<file path="src/rtl/serial_regs_pkg.sv">
// Purpose: Shared constants for the serial port register block.
// Assumes: Registers sit at word index N, byte address 4*N, on APB.
// Notes:   Field positions are bit numbers inside each 8-bit register.
package serial_regs_pkg;
    // Register word indices
    localparam logic [7:0] IDX_CONTROL_ONE   = 8'h1a;
    localparam logic [7:0] IDX_CONTROL_TWO   = 8'h1b;
    localparam logic [7:0] IDX_BAUD_DIVISOR  = 8'h1c;
    localparam logic [7:0] IDX_LINE_STATUS   = 8'h1d;
    localparam logic [7:0] IDX_DATA_BUFFER   = 8'h1e;
    localparam logic [7:0] IDX_POWER_OFF     = 8'h1f;
    // Control one fields
    localparam int CR1_TX_EN       = 7;
    localparam int CR1_RX_EN       = 6;
    localparam int CR1_TX_STOP     = 5;
    localparam int CR1_PAR_EVEN    = 4;
    localparam int CR1_PAR_EN      = 3;
    localparam int CR1_IR_SEL      = 2;
    localparam int CR1_BASE_SEL    = 1;
    // Control two fields
    localparam int CR2_RT_LSB      = 3;
    localparam int CR2_NOISE_LSB   = 1;
    localparam int CR2_RX_STOP     = 0;
    // Line status fields
    localparam int SR_PARITY_ERR   = 7;
    localparam int SR_FRAME_ERR    = 6;
    localparam int SR_OVERRUN      = 5;
    localparam int SR_RX_BUSY      = 3;
    localparam int SR_RX_FULL      = 2;
    localparam int SR_TX_BUSY      = 1;
    localparam int SR_TX_FULL      = 0;
    // Power off control field
    localparam int POFF_GATE       = 0;
    // Reset values
    localparam logic [7:0] RST_CONTROL_ONE  = 8'h00;
    localparam logic [7:0] RST_CONTROL_TWO  = 8'h00;
    localparam logic [7:0] RST_BAUD_DIVISOR = 8'h00;
    localparam logic [7:0] RST_DATA_BUFFER  = 8'h00;
    localparam logic       RST_GATE         = 1'b0;
    // Readable masks
    localparam logic [7:0] CR1_READ_MASK    = 8'hfe;
    localparam logic [7:0] CR2_READ_MASK    = 8'h3f;
endpackage

</file>
<file path="src/rtl/pin_sync3.sv">
// Purpose: Three-stage synchroniser with agreement filter for one pin.
// Assumes: Input is asynchronous to sys_clk_i.
// Notes:   Output changes only once stages two and three agree.
`timescale 1ns/10ps
module pin_sync3 (
    // Clock and reset
    input  wire logic sys_clk_i,
    input  wire logic rst_b_i,
    // Pin and filtered level
    input  wire logic pin_i,
    output logic      level_o
);
    // Shift stages and filtered level
    typedef struct packed {
        logic [2:0] stage;
        logic       level;
    } sync_state_t;

    sync_state_t s_r;
    sync_state_t s_nxt;

    // Next state: shift, then follow stage three once two agree
    always_comb begin
        s_nxt       = s_r;
        s_nxt.stage = {s_r.stage[1:0], pin_i};
        if (s_r.stage[1] == s_r.stage[2]) begin
            s_nxt.level = s_r.stage[2];
        end
    end

    // State register
    always_ff @(posedge sys_clk_i or negedge rst_b_i) begin
        if (!rst_b_i) begin
            s_r <= '0;
        end else begin
            s_r <= s_nxt;
        end
    end

    assign level_o = s_r.level;
endmodule

</file>
<file path="src/rtl/serial_port_regs.sv">
// Purpose: APB register side of a serial port: divisor, status, buffers.
// Assumes: A framing engine on sys_clk_i reports frame events.
// Notes:   Low-power entry is the rising edge of low_power_i.
// Behaviour
// - Timer clock source ignores divisor value
// - Low power keeps divisor value intact
// - Status read-only, resets zero, bit4 zero
// - Parity, framing, overrun error flags bits 7-5
// - Receive busy bit 3 during frame reception
// - Receive full bit 2 while data unread
// - Transmit busy bit 1 during frame transmission
// - Transmit full bit 0 after buffer write
// - Transmit full clears after interrupt, sets on write
// - Low power clears every status bit
// - Receive and transmit buffers share one address
// - Receive buffer undefined after low power entry
// - Transmit buffer undefined after low power entry
// - Clock gate zero stops port, one runs
// - Clock gate resets zero, set before use
// - Protected bits keep value when locked
// - Transmit stop, infrared select need transmit idle
// - Parity, base clock, count select need all idle
// - Noise time, receive stop need receive idle
// - Low power clears enables, keeps other control
//
// The APB interface to the registers is this design's own decision.
`timescale 1ns/10ps
module serial_port_regs
    import serial_regs_pkg::*;
(
    // Clock and reset
    input  wire logic        sys_clk_i,
    input  wire logic        rst_b_i,
    // APB slave
    input  wire logic        psel_i,
    input  wire logic        penable_i,
    input  wire logic        pwrite_i,
    input  wire logic [31:0] paddr_i,
    input  wire logic [31:0] pwdata_i,
    output logic      [31:0] prdata_o,
    output logic             pready_o,
    output logic             pslverr_o,
    // Power management and timer clock pin
    input  wire logic        low_power_i,
    input  wire logic        timer_output_clock_i,
    // Receive engine events
    input  wire logic        rx_start_i,
    input  wire logic        rx_done_i,
    input  wire logic [7:0]  rx_byte_i,
    input  wire logic        rx_parity_err_i,
    input  wire logic        rx_frame_err_i,
    // Transmit engine handshake
    input  wire logic        tx_done_i,
    output logic             tx_load_o,
    output logic      [7:0]  tx_data_o,
    output logic             transmit_interrupt_request_o,
    // Engine configuration and clocking
    output logic             port_clock_enable_o,
    output logic             base_tick_o,
    output logic             tx_enable_o,
    output logic             rx_enable_o,
    output logic             tx_two_stop_o,
    output logic             parity_even_o,
    output logic             parity_enable_o,
    output logic             ir_select_o,
    output logic      [2:0]  rt_select_o,
    output logic      [1:0]  noise_select_o,
    output logic             rx_two_stop_o
);
    import serial_regs_pkg::*;

    // Whole block state
    typedef struct packed {
        logic [7:0]  ctl_one;     // Control one
        logic [7:0]  ctl_two;     // Control two
        logic [7:0]  divisor;     // Baud divisor
        logic        gate;        // Serial clock gate
        logic        parity_error_flag;        // Parity error flag
        logic        framing_error_flag;        // Framing error flag
        logic        overrun_flag;        // Overrun flag
        logic        rbsy;        // Receive busy
        logic        receive_full_flag;        // Receive full flag
        logic        tbsy;        // Transmit busy
        logic        transmit_full_flag;        // Transmit full flag
        logic [7:0]  rx_buf;      // Receive data buffer
        logic [7:0]  tx_buf;      // Transmit data buffer
        logic [7:0]  tx_dat;      // Byte handed to engine
        logic        tx_load;     // Load pulse to engine
        logic        irq;         // Transmit interrupt pulse
        logic [7:0]  cnt;         // Divider count
        logic        tick;        // Base tick pulse
        logic        tmr_prev;    // Timer level delay
        logic        lp_prev;     // Low power delay
        logic [31:0] rdata;       // Captured read data
    } regs_state_t;

    regs_state_t s_r;
    regs_state_t s_nxt;

    // Bus decode and helpers
    logic       setup;            // APB setup phase
    logic       access;           // APB access phase
    logic       bus_wr;           // Write taking effect
    logic       bus_rd;           // Read taking effect
    logic [7:0] idx;              // Word index
    logic       hit;              // Mapped address
    logic       tmr_level;        // Filtered timer level
    logic       tmr_rise;         // Timer rising edge
    logic       lp_entry;         // Low power entry pulse
    logic       port_on;          // Port clock running
    logic       tx_unlock;        // Transmit side idle
    logic       rx_unlock;        // Receive side idle
    logic       all_unlock;       // Both sides idle
    logic       cfg_wr;           // Write to serial registers

    // Pack status byte; bit 4 always zero
    function automatic logic [7:0] pack_status(input regs_state_t st);
        logic [7:0] v;
        v                = 8'h00;
        v[SR_PARITY_ERR] = st.parity_error_flag;
        v[SR_FRAME_ERR]  = st.framing_error_flag;
        v[SR_OVERRUN]    = st.overrun_flag;
        v[SR_RX_BUSY]    = st.rbsy;
        v[SR_RX_FULL]    = st.receive_full_flag;
        v[SR_TX_BUSY]    = st.tbsy;
        v[SR_TX_FULL]    = st.transmit_full_flag;
        return v;
    endfunction

    // Timer clock pin synchroniser
    pin_sync3 u_tmr_sync (
        .sys_clk_i (sys_clk_i),
        .rst_b_i   (rst_b_i),
        .pin_i     (timer_output_clock_i),
        .level_o   (tmr_level)
    );

    // Decode and lock conditions
    assign setup      = psel_i & ~penable_i;
    assign access     = psel_i & penable_i;
    assign idx        = paddr_i[9:2];
    assign hit        = (paddr_i[31:10] == 22'h000000) && (paddr_i[1:0] == 2'h0)
                        && (idx >= IDX_CONTROL_ONE) && (idx <= IDX_POWER_OFF);
    assign bus_wr     = access & pwrite_i & hit;
    assign bus_rd     = access & ~pwrite_i & hit;
    assign tmr_rise   = tmr_level & ~s_r.tmr_prev;
    assign lp_entry   = low_power_i & ~s_r.lp_prev;
    assign port_on    = s_r.gate & ~low_power_i;
    assign cfg_wr     = bus_wr & port_on;
    assign tx_unlock  = ~s_r.ctl_one[CR1_TX_EN] & ~s_r.tbsy;
    assign rx_unlock  = ~s_r.ctl_one[CR1_RX_EN] & ~s_r.rbsy;
    assign all_unlock = tx_unlock & rx_unlock;

    // Next state: bus, events, divider, low-power entry
    always_comb begin
        s_nxt         = s_r;
        s_nxt.tx_load = 1'b0;
        s_nxt.irq     = 1'b0;
        s_nxt.tick    = 1'b0;
        s_nxt.tmr_prev = tmr_level;
        s_nxt.lp_prev = low_power_i;
        // Read data captured in setup phase
        if (setup) begin
            if (idx == IDX_CONTROL_ONE) begin
                s_nxt.rdata = {24'h000000, s_r.ctl_one & CR1_READ_MASK};
            end else if (idx == IDX_CONTROL_TWO) begin
                s_nxt.rdata = {24'h000000, s_r.ctl_two & CR2_READ_MASK};
            end else if (idx == IDX_BAUD_DIVISOR) begin
                s_nxt.rdata = {24'h000000, s_r.divisor};
            end else if (idx == IDX_LINE_STATUS) begin
                s_nxt.rdata = {24'h000000, pack_status(s_r)};
            end else if (idx == IDX_DATA_BUFFER) begin
                s_nxt.rdata = {24'h000000, s_r.rx_buf};
            end else if (idx == IDX_POWER_OFF) begin
                s_nxt.rdata = {31'h00000000, s_r.gate};
            end else begin
                s_nxt.rdata = 32'h00000000;
            end
        end
        // Gate write always allowed
        if (bus_wr && idx == IDX_POWER_OFF) begin
            s_nxt.gate = pwdata_i[POFF_GATE];
        end
        // Serial register writes need running clock
        if (cfg_wr) begin
            if (idx == IDX_CONTROL_ONE) begin
                s_nxt.ctl_one[CR1_TX_EN] = pwdata_i[CR1_TX_EN];
                s_nxt.ctl_one[CR1_RX_EN] = pwdata_i[CR1_RX_EN];
                // Dropping transmit enable discards buffer
                if (s_r.ctl_one[CR1_TX_EN] && !pwdata_i[CR1_TX_EN]) begin
                    s_nxt.transmit_full_flag = 1'b0;
                end
                if (tx_unlock) begin
                    s_nxt.ctl_one[CR1_TX_STOP] = pwdata_i[CR1_TX_STOP];
                    s_nxt.ctl_one[CR1_IR_SEL]  = pwdata_i[CR1_IR_SEL];
                end
                if (all_unlock) begin
                    s_nxt.ctl_one[CR1_PAR_EVEN] = pwdata_i[CR1_PAR_EVEN];
                    s_nxt.ctl_one[CR1_PAR_EN]   = pwdata_i[CR1_PAR_EN];
                    s_nxt.ctl_one[CR1_BASE_SEL] = pwdata_i[CR1_BASE_SEL];
                end
            end else if (idx == IDX_CONTROL_TWO) begin
                if (all_unlock) begin
                    s_nxt.ctl_two[CR2_RT_LSB+:3] = pwdata_i[CR2_RT_LSB+:3];
                end
                if (rx_unlock) begin
                    s_nxt.ctl_two[CR2_NOISE_LSB+:2] = pwdata_i[CR2_NOISE_LSB+:2];
                    s_nxt.ctl_two[CR2_RX_STOP]      = pwdata_i[CR2_RX_STOP];
                end
            end else if (idx == IDX_BAUD_DIVISOR) begin
                s_nxt.divisor = pwdata_i[7:0];
            end else if (idx == IDX_DATA_BUFFER) begin
                s_nxt.tx_buf = pwdata_i[7:0];
            end
        end
        // Read side effects
        if (bus_rd && idx == IDX_DATA_BUFFER) begin
            s_nxt.receive_full_flag = 1'b0;
        end else if (bus_rd && idx == IDX_LINE_STATUS) begin
            s_nxt.parity_error_flag = 1'b0;
            s_nxt.framing_error_flag = 1'b0;
            s_nxt.overrun_flag = 1'b0;
        end
        // Transmit full clears after interrupt pulse
        if (s_r.irq) begin
            s_nxt.transmit_full_flag = 1'b0;
        end
        if (cfg_wr && idx == IDX_DATA_BUFFER) begin
            s_nxt.transmit_full_flag = 1'b1;
        end
        // Frame events only with port clock running
        if (port_on) begin
            if (rx_start_i && s_r.ctl_one[CR1_RX_EN]) begin
                s_nxt.rbsy = 1'b1;
            end
            if (rx_done_i && s_r.rbsy) begin
                s_nxt.rbsy   = 1'b0;
                s_nxt.rx_buf = rx_byte_i;
                s_nxt.receive_full_flag   = 1'b1;
                if (rx_parity_err_i) begin
                    s_nxt.parity_error_flag = 1'b1;
                end
                if (rx_frame_err_i) begin
                    s_nxt.framing_error_flag = 1'b1;
                end
                if (s_r.receive_full_flag && !(bus_rd && idx == IDX_DATA_BUFFER)) begin
                    s_nxt.overrun_flag = 1'b1;
                end
            end
            // Transmit busy from load to done
            if (s_r.ctl_one[CR1_TX_EN] && s_r.transmit_full_flag && !s_r.tbsy && !s_r.irq) begin
                s_nxt.tx_load = 1'b1;
                s_nxt.tx_dat  = s_r.tx_buf;
                s_nxt.tbsy    = 1'b1;
                s_nxt.irq     = 1'b1;
            end else if (tx_done_i && s_r.tbsy) begin
                s_nxt.tbsy = 1'b0;
            end
            if (s_r.ctl_one[CR1_BASE_SEL]) begin
                s_nxt.cnt  = 8'h00;
                s_nxt.tick = tmr_rise;
            end else if (s_r.cnt >= s_r.divisor) begin
                s_nxt.cnt  = 8'h00;
                s_nxt.tick = 1'b1;
            end else begin
                s_nxt.cnt = 8'(s_r.cnt + 8'h01);
            end
        end else begin
            s_nxt.cnt = 8'h00;
        end
        // Low-power entry stops the port
        if (lp_entry) begin
            s_nxt.ctl_one[CR1_TX_EN] = 1'b0;
            s_nxt.ctl_one[CR1_RX_EN] = 1'b0;
            s_nxt.parity_error_flag    = 1'b0;
            s_nxt.framing_error_flag    = 1'b0;
            s_nxt.overrun_flag    = 1'b0;
            s_nxt.rbsy    = 1'b0;
            s_nxt.receive_full_flag    = 1'b0;
            s_nxt.tbsy    = 1'b0;
            s_nxt.transmit_full_flag    = 1'b0;
            s_nxt.rx_buf  = RST_DATA_BUFFER;
            s_nxt.tx_buf  = RST_DATA_BUFFER;
            s_nxt.tx_load = 1'b0;
            s_nxt.irq     = 1'b0;
            s_nxt.tick    = 1'b0;
            s_nxt.divisor = s_r.divisor;
        end
    end

    // State register
    always_ff @(posedge sys_clk_i or negedge rst_b_i) begin
        if (!rst_b_i) begin
            s_r         <= '0;
            s_r.ctl_one <= RST_CONTROL_ONE;
            s_r.ctl_two <= RST_CONTROL_TWO;
            s_r.divisor <= RST_BAUD_DIVISOR;
            s_r.gate    <= RST_GATE;
        end else begin
            s_r <= s_nxt;
        end
    end

    // Outputs
    assign prdata_o                     = s_r.rdata;
    assign pready_o                     = 1'b1;
    assign pslverr_o                    = access & ~hit;
    assign tx_load_o                    = s_r.tx_load;
    assign tx_data_o                    = s_r.tx_dat;
    assign transmit_interrupt_request_o = s_r.irq;
    assign port_clock_enable_o          = port_on;
    assign base_tick_o                  = s_r.tick;
    assign tx_enable_o                  = s_r.ctl_one[CR1_TX_EN];
    assign rx_enable_o                  = s_r.ctl_one[CR1_RX_EN];
    assign tx_two_stop_o                = s_r.ctl_one[CR1_TX_STOP];
    assign parity_even_o                = s_r.ctl_one[CR1_PAR_EVEN];
    assign parity_enable_o              = s_r.ctl_one[CR1_PAR_EN];
    assign ir_select_o                  = s_r.ctl_one[CR1_IR_SEL];
    assign rt_select_o                  = s_r.ctl_two[CR2_RT_LSB+:3];
    assign noise_select_o               = s_r.ctl_two[CR2_NOISE_LSB+:2];
    assign rx_two_stop_o                = s_r.ctl_two[CR2_RX_STOP];
endmodule

</file>
<file path="config.mk">
export PLATFORM = sky130hd
export DESIGN_NAME = serial_port_regs
export DESIGN_NICKNAME = d
export VERILOG_FILES = /design/src/rtl/serial_regs_pkg.sv /design/src/rtl/pin_sync3.sv /design/src/rtl/serial_port_regs.sv
export SDC_FILE = /design/constraint.sdc
export NUM_CORES = 1
export LEC_CHECK = 0
export ABC_CLOCK_PERIOD_IN_PS = 3200
export BUFFER_PORTS_ARGS = -buffer_cell sky130_fd_sc_hd__buf_2
export CORE_ASPECT_RATIO = 1.75
export CORE_MARGIN = 2
export CORE_UTILIZATION = 50
export DETAILED_ROUTE_END_ITERATION = 16
export GPL_TIMING_DRIVEN = 0
export PLACE_DENSITY = 0.8
export SYNTH_ARGS = -nofsm -noshare
export SYNTH_HDL_FRONTEND = slang
export SYNTH_SLANG_ARGS = --single-unit
export TNS_END_PERCENT = 50
</file>
<file path="constraint.sdc">
create_clock -name sys_clk_i -period 3.2 [get_ports sys_clk_i]
set_input_delay 0.64 -clock sys_clk_i [delete_from_list [all_inputs] [get_ports sys_clk_i]]
set_output_delay 0.64 -clock sys_clk_i [all_outputs]
set_load 0.01 [all_outputs]
</file>
Word level (Yosys, flattened, before mapping)
Cells that the tools add are included.
{"block": "word_totals", "word_cells": 156, "input_bits": 84, "regBits": 102}
{"block": "classes", "mux": 46, "n_addsub": 1, "bitwise": 27, "n_reduce_logical": 43, "eq_ne": 10, "magnitude_cmp": 3}
{"op": "$mux W8", "n": 13}
{"op": "$eq A8 B5 Y1 const B", "n": 6}
{"op": "$mux W32", "n": 1}
{"op": "$mux W23", "n": 1}
{"op": "$logic_not A22 Y1", "n": 1}
{"op": "$mux W1", "n": 19}
{"op": "$logic_and A1 B1 Y1", "n": 15}
{"op": "$and A1 B1 Y1", "n": 14}
{"op": "$mux W7", "n": 2}
{"op": "$not A1 Y1", "n": 13}
{"op": "$reduce_bool A4 Y1", "n": 3}
{"op": "$mux W2", "n": 5}
{"op": "$reduce_and A2 Y1", "n": 5}
{"op": "$reduce_and A5 Y1", "n": 2}
{"op": "$reduce_bool A2 Y1", "n": 5}
{"op": "$mux W9", "n": 1}
{"op": "$reduce_and A3 Y1", "n": 3}
{"op": "$add A8 B1 Y8 const B", "n": 1}
{"op": "$ge A8 B5 Y1 const B", "n": 1}
{"op": "$ge A8 B8 Y1", "n": 1}
{"op": "$le A8 B5 Y1 const B", "n": 1}
{"op": "$reduce_and A4 Y1", "n": 2}
{"op": "$mux W3", "n": 2}
{"op": "$mux W6", "n": 1}
{"op": "other kinds (6)", "n": 12}

Longest topological paths before layout
Gate-level depths: netlist of run 1.
{"block": "depth", "ltp_word": 12, "mapped_depth": 8, "depth_no_buf": 7}

Modules after synthesis
From an unflattened synthesis of run 1, not the netlist that was laid out.
{"block": "hier_totals", "hier_cells": 403, "hier_area_um2": 4229.1}
{"module": "serial_port_regs", "area_each_um2": 4117.7, "n_inst": 1, "cells_each": 398}
{"module": "pin_sync3", "area_each_um2": 111.4, "n_inst": 1, "cells_each": 5}

Least setup slack after synthesis of run 1
Ideal clock, no wire load.
{"block": "synth_path", "path_kind": "input to output", "from": "in paddr_i[9]", "to": "out pslverr_o", "path_buffers": 0, "arrival_time_ns": 1.766, "slack_ns": 0.794, "stages": 4, "cell_sequence": "nor4b_4 > o2111ai_4 > nor3b_4 > nor2_1"}
{"block": "synth_between", "elab_chain_cells": 5, "elab_cells_between_ends": 6}
{"element": "start: declaration", "line": "serial_port_regs.sv:38", "text": "input wire logic [31:0] paddr_i,"}
{"element": "$ge A8 B5 Y1", "line": "serial_port_regs.sv:143", "text": "&& (idx >= IDX_CONTROL_ONE) && (idx <= IDX_POWER_OFF);"}
{"element": "$logic_and A1 B1 Y1", "line": "serial_port_regs.sv:143"}
{"element": "$logic_and A1 B1 Y1 *", "line": "serial_port_regs.sv:143"}
{"element": "$not A1 Y1 *", "line": "serial_port_regs.sv:307", "text": "assign pslverr_o = access & ~hit;"}
{"element": "$and A1 B1 Y1 *", "line": "serial_port_regs.sv:307"}
{"element": "end: declaration", "line": "serial_port_regs.sv:42", "text": "output logic pslverr_o,"}
Every way passes the cells marked *; elsewhere a longest branch is shown, timed or not.

Final worst setup path of run 1
Same ends and word-level chain as after synthesis.

==> impl_metrics.json, run 1 <==
{
  "outcome": "completed",
  "die_w_um": 72.6,
  "h-tree-depth": 3,
  "synthArstFlopShare": 1.00,
  "rows": 43,
  "cts_setup_buffers": 0,
  "clock_latency_ns": 0.34,
  "cp_top_family": "simple AND/OR/NAND/NOR gates",
  "drt_wl_total_um": 10400,
  "dp_slack_ns": 0.317,
  "cp_cell_sequence": "buf_2, nor4b_4, o2111ai_4, nor3b_4, nor2_1, buf_2",
  "r2r_setup_slack_ns": 0.91,
  "tns_ns": 0,
  "cts_tree": "done",
  "initial_utilization": 0.516,
  "ant_nets": 0,
  "fmax_mhz": 348,
  "post-route-min-period_ns": 2.87,
  "drv_slew": 0,
  "clk_pin_slew_ns": 0.06,
  "die_h_um": 124,
  "worstReg2RegStart": "s_r[76]$_DFFE_PN0P_",
  "finClkSkew_ns": 0.00867,
  "syn_area_mm2": 0.00411,
  "n_fill_cell": 647,
  "root_buffer": "clkbuf_16",
  "reg2reg_depth": 7,
  "grt_start_max_net_pins": 49,
  "io_buffers": 91,
  "drt_pre_antenna_iters": 4,
  "synth_cell_types": 52,
  "antenna_found_initial": 0,
  "worstSetupEndpointType": "output port",
  "critical_path_class": "primary input to output port",
  "drt_iter0_drc": 197,
  "mostFrequentLayoutCell": "buf_2",
  "cts_buffer_depth": 2,
  "critPathLaunchType": "primary input",
  "synth_top_cell_by_area": "dfrtp_1",
  "most-common-layout-cells": "buf_2 (92), dfrtp_1 (77), nand2_1 (69), buf_4 (48), conb_1 (25)",
  "reg2reg_to": "tx_data_o[6]$_DFFE_PN0P_",
  "num_vias": 3411,
  "synth_area_leaders": "dfrtp_1 (47%), buf_4 (8.6%), nand2_1 (6.3%)",
  "overflow": 0,
  "avgSynthCellArea_um2": 9.84,
  "cap_viol_max_count": 0,
  "ys_warn_count": 0,
  "top_level_ports": 142,
  "grt.total_usage": 0.239,
  "nNetsFinal": 637,
  "required_ns": 2.56,
  "crit_slowest_cell": "nor4b_4",
  "synth_ff_type": "dfrtp_1",
  "peakVddDrop_v": 0.000310,
  "fin_crit_sh": 0.898,
  "finalSetupViolCount": 0,
  "drive_gt1_frac": 0.339,
  "diodes": 0,
  "p_per_area_mw_per_mm2": 433,
  "gp_congestion": 0.949,
  "post_cts_resize_count": 0,
  "crit_arrival_ns": 2.23,
  "setup_ws_ns": 0.327,
  "hp-class": "primary input to asynchronous set/reset pin",
  "holdBufCountCts": 0,
  "numCtsBuffers": 9,
  "path_max_fanout": 8,
  "fin_area_mm2": 0.00511,
  "slew-limit-headroom": 0.534,
  "hold_viol": 0,
  "placed_area_mm2": 0.00480,
  "cts_sinks": 77,
  "routed_via_density": 5.34,
  "syn_to_final_growth_pct": 24.3,
  "hpwl_um": 8350,
  "coreArea_mm2": 0.00796,
  "utilization": 0.642,
  "synth_top_area_share": 0.469,
  "grt_pass1_vias": 3284,
  "synth_edf_count": 0,
  "rsz0062_at_grt": "false",
  "synthesis.instances": 418,
  "grt_first_pass_wirelength_um": 16000,
  "die_area_mm2": 0.00900,
  "synth_seq_cells": 77,
  "worst_hold_slack_ns": 0.229,
  "wl_per_cell_um": 16.3,
  "drc": 0,
  "slowest_delay_ns": 0.58,
  "worstMarginPinSlew_ns": 0.693,
  "ys_seq_area_frac": 0.469,
  "cp_common_cell": "buf_2",
  "path_buf_inv": 2,
  "leakage_nw": 2.72
}
[per-layer routing]
layer / track usage / part of all wire / vias up
li1: - / - / 1617
met1: 0.261 / 0.37 / 1643
met2: 0.448 / 0.55 / 127
met3: 0.0364 / 0.044 / 24
met4: 0.101 / 0.037 / 0
met5: 0 / 0 / -
[worst max path at each step]
stage / startpoint / endpoint / depth (start not counted)
after floorplan: paddr_i[9] / pslverr_o / 4
after global placement: paddr_i[9] / pslverr_o / 6
after detailed placement: paddr_i[9] / pslverr_o / 6
after CTS: paddr_i[9] / pslverr_o / 6
after global routing: paddr_i[9] / pslverr_o / 6
final: paddr_i[9] / pslverr_o / 6
[cell families (layout without fill, tap and decap cells)]
| kind of cell | after synthesis | count (layout) | synth area share |
|---|---|---|---|
| other | 2 | 25 | 0.00183 |
| AND/OR/NAND/NOR | 160 | 160 | 0.199 |
| AO/OA/AOI/OAI | 52 | 52 | 0.0858 |
| XOR/XNOR | 6 | 6 | 0.0128 |
| adder cells (fa/ha/maj) | 10 | 10 | 0.0298 |
| multiplexers | 32 | 32 | 0.0867 |
| buffers and inverters | 79 | 187 | 0.116 |
| flip-flops | 77 | 77 | 0.469 |
[metrics by stage]
stage	instances	power, mW
after global routing	639	2.29
after detailed placement	623	1.15
after global placement	622	1.15
final	639	2.22
after CTS	639	2.22
after floorplan	441	1.07
[cells in the mapped netlist (all sizes together) (2+ instances only)]
| master | count |
|---|---|
| clkbuf | 11 |
| conb | 2 |
| buf | 50 |
| a21oi | 6 |
| xor2 | 5 |
| o41ai | 4 |
| nor2b | 3 |
| and2 | 2 |
| a22oi | 3 |
| nor4 | 10 |
| nand2 | 70 |
| o21ai | 22 |
| nor2 | 22 |
| nor3 | 12 |
| ha | 9 |
| a21o | 2 |
| inv | 17 |
| nand4 | 8 |
| dfrtp | 77 |
| nor3b | 2 |
| nand2b | 7 |
| o31ai | 4 |
| and3 | 7 |
| a22o | 3 |
| mux2i | 12 |
| mux2 | 19 |
| nand3 | 14 |
[flip-flops by register name, indices dropped and copies added (netlist names), 2 cells and up]
name / count
u_tmr_sync.s_nxt: 2
rt_select_o: 3
s_r: 43
prdata_o: 8
noise_select_o: 2
tx_data_o: 8
[cell type report]
cell class              instances  area, µm²  area share
clock buffers                  11        233      0.0455
multi-input cells             285       1800       0.351
flip-flops and latches         77       1930       0.377
well taps                      90        113      0.0220
clock inverters                 5       83.8      0.0164
inverters                      18       67.6      0.0132
repair buffers                 92        485      0.0949
plain buffers                  61        408      0.0798
[power by group]
group | internal (mW) | switching, mW
combinational | 0.0647 | 0.0890
clock | 0.686 | 0.394
sequential | 0.979 | 0.00276
(Power assumes the default switching activity.)
==> run 2, diff against run 1 <==
--- a/config.mk
+++ b/config.mk
@@ -12,8 +12,9 @@
 export CORE_UTILIZATION = 50
 export DETAILED_ROUTE_END_ITERATION = 16
 export GPL_TIMING_DRIVEN = 0
-export PLACE_DENSITY = 0.8
+export PLACE_DENSITY = 0.79
 export SYNTH_ARGS = -nofsm -noshare
 export SYNTH_HDL_FRONTEND = slang
+export SYNTH_HIERARCHICAL = 1
 export SYNTH_SLANG_ARGS = --single-unit
 export TNS_END_PERCENT = 50
==> run 2 against run 1 <==
Against the previous run: routed wire length decreased by 5.3%; final area increased by 1.5%; via count fell by 2.9%; synthesized area rose by 2.8%; maximum frequency grew 14%; critical endpoint unchanged.
==> impl_metrics.json, run 2 <==
{
  "diodes": 0,
  "grt_start_max_net_pins": 67,
  "fin_crit_sh": 0.788,
  "cts_tree": "done",
  "top_level_ports": 142,
  "grt.total_usage": 0.230,
  "rows": 44,
  "cts_setup_buffers": 0,
  "synth_top_cell_by_area": "dfrtp_1",
  "synth_top_family_by_area": "simple AND/OR/NAND/NOR gates",
  "synthXorXnorAreaFrac": 0.0124,
  "wl_per_cell_um": 15.8,
  "finClkSkew_ns": 0.00781,
  "synth_seq_cells": 77,
  "tns_ns": 0,
  "synth_ff_type": "dfrtp_1",
  "finalSetupViolCount": 0,
  "synth_edf_count": 0,
  "cts_buffer_depth": 2,
  "placed_area_mm2": 0.00491,
  "io_buffers": 90,
  "p_switching_uw": 495,
  "slowest_delay_ns": 0.32,
  "crit_slowest_cell": "nor4_1",
  "synth_top_area_share": 0.456,
  "drt_iter0_drc": 194,
  "p_clk_frac": 0.450,
  "leakage_nw": 2.74,
  "rsz0062_at_grt": "false",
  "antenna_found_initial": 0,
  "ys_top_cells_by_count": "dfrtp_1 (77), nand2_1 (58), buf_4 (48), nor2_1 (24), mux2_2 (20)",
  "yosys.area_share.simple": 0.191,
  "overflow": 0,
  "most-common-layout-cells": "buf_2 (91), dfrtp_1 (77), nand2_1 (58), buf_4 (49), conb_1 (25)",
  "required_ns": 2.56,
  "power.internal_mw": 1.57,
  "hold_viol": 0,
  "grt_pass1_vias": 3406,
  "switching_share": 0.240,
  "die_w_um": 73.5,
  "cap_viol_max_count": 0,
  "ant_nets": 0,
  "die_area_mm2": 0.00924,
  "slew-limit-headroom": 0.580,
  "critPathLaunchType": "primary input",
  "n_fill_cell": 660,
  "seq_power_share": 0.475,
  "synthAdderAreaFrac": 0.0293,
  "syn_area_mm2": 0.00423,
  "worstSetupEndpointType": "output port",
  "critical_path_class": "primary input to output port",
  "die_h_um": 126,
  "register_area_mm2": 0.00193,
  "drt_pre_antenna_iters": 4,
  "largest_register_ffs": 43,
  "synth_mux_area_frac": 0.128,
  "synthArstFlopShare": 1.00,
  "drc": 0,
  "cp_common_cell": "buf_2",
  "peakVddDrop_v": 0.000349,
  "drive_gt1_frac": 0.398,
  "cp_cell_sequence": "buf_2, nor4_1, nand3_1, nor2_1, buf_6, a21oi_1, buf_2",
  "num_vias": 3312,
  "drv_slew": 0,
  "syn_to_final_growth_pct": 22.7,
  "synthesis.instances": 403,
  "numCtsBuffers": 9,
  "outcome": "completed",
  "yosysMostFrequentCell": "dfrtp_1",
  "cts_sinks": 77,
  "synth_cell_types": 53,
  "h-tree-depth": 3,
  "cp_top_family": "simple AND/OR/NAND/NOR gates",
  "ys_seq_area_frac": 0.456,
  "gp_congestion": 0.882,
  "largest-register": "s_r",
  "mostFrequentLayoutCell": "buf_2",
  "utilization": 0.628,
  "avgSynthCellArea_um2": 10.5,
  "ys_warn_count": 6,
  "fin_area_mm2": 0.00519,
  "coreArea_mm2": 0.00826,
  "path_max_fanout": 10,
  "clock_latency_ns": 0.34,
  "clk_pin_slew_ns": 0.06,
  "synth_compound_area_frac": 0.0654,
  "hpwl_um": 7920,
  "synth_area_leaders": "dfrtp_1 (46%), buf_4 (8.5%), mux2_2 (5.3%)",
  "grt_first_pass_wirelength_um": 16100,
  "fmax_mhz": 396,
  "initial_utilization": 0.512,
  "multi_input_comb_area_mm2": 0.00190,
  "crit_arrival_ns": 1.88,
  "hp-class": "primary input to asynchronous set/reset pin",
  "post-route-min-period_ns": 2.52,
  "p_comb_frac": 0.075,
  "p_per_area_mw_per_mm2": 398,
  "holdBufCountCts": 0,
  "post_cts_resize_count": 0,
  "root_buffer": "clkbuf_16",
  "routed_via_density": 5.30,
  "drt_wl_total_um": 9890,
  "path_buf_inv": 3,
  "nNetsFinal": 621,
  "worstMarginPinSlew_ns": 0.625
}
run 2: changes by cell type in the layout (fill, tap and decap cells not counted), moves of 5 or more:
cell / change
clkbuf_1: -9
nand4_1: -7
nor4_1: -5
nand2_1: -11
nor3_1: -7
nand3_1: +5
inv_1: -6
mux2_4: +10
run 2: final cells by class:
| class | instances | share of cell area |
|---|---|---|
| Clock buffer | 9 | 0.0434 |
| Inverter | 12 | 0.00868 |
| Sequential cell | 77 | 0.371 |
| Clock inverter | 7 | 0.0101 |
| Timing Repair Buffer | 91 | 0.0926 |
| Multi-Input combinational cell | 277 | 0.365 |
| Tap cell | 92 | 0.0222 |
| Buffer | 60 | 0.0863 |
run 2: cell families after synthesis:
family | after synthesis
fa+ha+maj | 10
xor+xnor | 6
compound gates | 44
mux | 45
flops | 77
simple gates | 147
buf+inv | 72
other cells | 2
run 2: layer usage:
| layer | up-vias | track usage | wire length (µm) |
|---|---|---|---|
| met2 | 137 | 0.402 | 5350 |
| li1 | 1562 | - | - |
| met3 | 31 | 0.0472 | 541 |
| met4 | 0 | 0.124 | 550 |
| met1 | 1582 | 0.250 | 3450 |
| met5 | - | 0 | 0 |
run 2: power by group through the flow:
| stage | Combinational (mW) | Sequential [mW] | Clock, mW |
|---|---|---|---|
| 2_1_floorplan | 0.0742 | 0.999 | 0 |
| 3_3_place_gp | 0.146 | 0.999 | 0 |
| 3_5_place_dp | 0.154 | 0.999 | 0 |
| 4_1_cts | 0.154 | 0.981 | 0.948 |
| 5_1_grt | 0.170 | 0.981 | 0.989 |
| 6_report | 0.154 | 0.981 | 0.930 |
run 2: worst paths after layout:
check | from | depth (start not counted) | end | slack, ns
setup / recovery | paddr_i[22] | 7 | pslverr_o | 0.68
hold / removal | rst_b_i | 1 | tx_data_o[3]$_DFFE_PN0P_ | 0.14
setup reg to reg | s_r[35]$_DFF_PN0_ | 7 | s_r[39]$_DFF_PN0_ | 1.15
hold reg to reg | u_tmr_sync/s_nxt[2]$_DFF_PN0_ | 0 | u_tmr_sync/s_nxt[3]$_DFF_PN0_ | 0.36
max in group asynchronous | rst_b_i | 2 | s_r[62]$_DFFE_PN0P_ | 2.49
min in group sys_clk_i | u_tmr_sync/s_nxt[2]$_DFF_PN0_ | 0 | u_tmr_sync/s_nxt[3]$_DFF_PN0_ | 0.36
run 2: metrics by stage:
| stage | worst slack [ns] | hold slack (ns) | instances | power (mW) |
|---|---|---|---|---|
| after global routing | 0.562 | 0.137 | 625 | 2.14 |
| after floorplan | 1.00 | 0.331 | 426 | 1.07 |
| after global placement | 0.711 | 0.335 | 608 | 1.14 |
| after detailed placement | 0.670 | 0.347 | 609 | 1.15 |
| final | 0.677 | 0.145 | 625 | 2.07 |
| after CTS | 0.668 | 0.136 | 625 | 2.08 |
==> run 3, diff against run 2 <==
--- a/config.mk
+++ b/config.mk
@@ -5,14 +5,14 @@
 export SDC_FILE = /design/constraint.sdc
 export NUM_CORES = 1
 export LEC_CHECK = 0
-export ABC_CLOCK_PERIOD_IN_PS = 3200
+export ABC_CLOCK_PERIOD_IN_PS = 2100
 export BUFFER_PORTS_ARGS = -buffer_cell sky130_fd_sc_hd__buf_2
 export CORE_ASPECT_RATIO = 1.75
 export CORE_MARGIN = 2
-export CORE_UTILIZATION = 50
+export CORE_UTILIZATION = 46
 export DETAILED_ROUTE_END_ITERATION = 16
 export GPL_TIMING_DRIVEN = 0
-export PLACE_DENSITY = 0.79
+export PLACE_DENSITY = 0.77
 export SYNTH_ARGS = -nofsm -noshare
 export SYNTH_HDL_FRONTEND = slang
 export SYNTH_HIERARCHICAL = 1
==> constraint.sdc (replaced) <==
create_clock -name sys_clk_i -period 2.1 [get_ports sys_clk_i]
set_input_delay 0.42 -clock sys_clk_i [delete_from_list [all_inputs] [get_ports sys_clk_i]]
set_output_delay 0.42 -clock sys_clk_i [all_outputs]
set_load 0.01 [all_outputs]
==> run 3 against run 2 <==
Against the previous run: via count hardly changed; register-to-register slack worse by 0.98 ns; critical path type unchanged; sequential power is 53% higher; non-clock buffer count stayed put; critical endpoint unchanged; clock power is 84% higher; worst setup slack worse by 0.63 ns; global-route usage is 2.0 points lower; worst hold slack worse by 0.13 ns.
==> impl_metrics.json, run 3 (same netlist as run 2, synthesis figures left out) <==
{
  "grt.total_usage": 0.209,
  "hp-class": "primary input to asynchronous set/reset pin",
  "leakage_nw": 2.78,
  "drive_gt1_frac": 0.407,
  "rows": 46,
  "clk_pin_slew_ns": 0.06,
  "drc": 0,
  "drv_slew": 0,
  "grt_first_pass_wirelength_um": 16100,
  "post-route-min-period_ns": 2.05,
  "stdcell_count": 653,
  "grt_pass1_vias": 3283,
  "largest-register": "s_r",
  "dp_slack_ns": -0.0349,
  "gp_congestion": 0.848,
  "outcome": "completed",
  "multi_input_comb_area_mm2": 0.00195,
  "nNetsFinal": 621,
  "coreArea_mm2": 0.00898,
  "p_per_area_mw_per_mm2": 647,
  "cts_buffer_depth": 2,
  "ant_nets": 0,
  "register_area_mm2": 0.00193,
  "cap_viol_max_count": 0,
  "cts_tree": "done",
  "critPathLaunchType": "primary input",
  "worstSetupEndpointType": "output port",
  "largest_register_ffs": 43,
  "syn_to_final_growth_pct": 25.8,
  "mostFrequentLayoutCell": "buf_2",
  "finalSetupViolCount": 0,
  "hold_viol": 0,
  "most-common-layout-cells": "buf_2 (91), dfrtp_1 (77), nand2_1 (58), buf_4 (49), conb_1 (25)",
  "die_h_um": 131,
  "path_max_fanout": 10,
  "drt_pre_antenna_iters": 4,
  "drt_wl_total_um": 10100,
  "hpwl_um": 8080,
  "overflow": 0,
  "num_vias": 3310,
  "drt_iter0_drc": 184,
  "n_fill_cell": 787,
  "cts_setup_buffers": 0,
  "root_buffer": "clkbuf_16",
  "total_power_mw": 3.44,
  "peakVddDrop_v": 0.000422,
  "crit_arrival_ns": 1.63,
  "worstMarginPinSlew_ns": 0.606,
  "wl_per_cell_um": 15.5,
  "setup_ws_ns": 0.0499,
  "slew-limit-headroom": 0.593,
  "routed_via_density": 5.07,
  "required_ns": 1.68,
  "numCtsBuffers": 9,
  "grt_start_max_net_pins": 46,
  "finClkSkew_ns": 0.00649,
  "clock_latency_ns": 0.34,
  "fin_area_mm2": 0.00532,
  "fmax_mhz": 488,
  "top_level_ports": 142,
  "slowest_delay_ns": 0.27,
  "dp.cells": 637,
  "cp_common_cell": "buf_2",
  "cts_sinks": 77,
  "die_area_mm2": 0.0100,
  "critical_path_class": "primary input to output port",
  "antenna_found_initial": 0,
  "crit_slowest_cell": "nor4_4",
  "rsz0062_at_grt": "false",
  "holdBufCountCts": 0,
  "h-tree-depth": 3,
  "placed_area_mm2": 0.00494,
  "initial_utilization": 0.471,
  "io_buffers": 90,
  "diodes": 0,
  "tns_ns": 0,
  "cp_cell_sequence": "buf_2, nor4_4, o2111ai_2, nor2_2, buf_6, a21oi_1, buf_2",
  "die_w_um": 76.5,
  "fin_crit_sh": 0.976
}
## run 3: what timing repair did
action / in CTS / in global routing
resized for setup: 1 / 8
pin swaps: 0 / 3
cloned: 0 / 0
endpoints found under the setup margin: 1 / 9
## run 3: cell type report
class | count | area share
multi-input cells | 277 | 0.366
well taps | 120 | 0.0282
flip-flops and latches | 77 | 0.362
inverters | 12 | 0.00847
plain buffers | 60 | 0.0842
repair buffers | 91 | 0.0889
clock inverters | 3 | 0.0127
clock buffers | 13 | 0.0489
## run 3: power breakdown
part,switching [mW],internal (mW),total (mW)
sequential,0.00349,1.49,1.50
combinational,0.140,0.102,0.242
clock,0.600,1.11,1.71
total,0.743,2.70,3.44
## run 3: per-stage QoR
step / util / hold WS, ns
after CTS: 0.587 / 0.0252
final: 0.592 / 0.0191
after global placement: 0.548 / 0.333
after floorplan: - / 0.124
after global routing: 0.592 / 0.0468
after detailed placement: 0.550 / 0.342
## run 3: metal layers
metal  global-route usage  up-vias  share of wire
met2                0.405      124           0.56
met1                0.213     1595           0.35
met5                    0        -              0
met3               0.0412       31          0.046
li1                     -     1560              -
met4                0.106        0          0.037
## run 3: critical path, delay by kind of cell
kind / cells / cell delay [ns]
buffers and inverters: 3 / 0.46
AO/OA/AOI/OAI: 2 / 0.31
AND/OR/NAND/NOR: 2 / 0.43
## run 3: worst paths after layout
| path | from | slack (ns) | cells after the start | end |
|---|---|---|---|---|
| min in group sys_clk_i | timer_output_clock_i | 0.18 | 1 | u_tmr_sync/s_nxt[2]$_DFF_PN0_ |
| max reg2reg | s_r[76]$_DFFE_PN0P_ | 0.17 | 6 | s_r[84]$_DFFE_PN0P_ |
| max | paddr_i[17] | 0.05 | 7 | pslverr_o |
| max in group asynchronous | rst_b_i | 1.49 | 2 | s_r[62]$_DFFE_PN0P_ |
| min | rst_b_i | 0.02 | 1 | u_tmr_sync/s_nxt[2]$_DFF_PN0_ |
| min reg2reg | u_tmr_sync/s_nxt[2]$_DFF_PN0_ | 0.35 | 0 | u_tmr_sync/s_nxt[3]$_DFF_PN0_ |
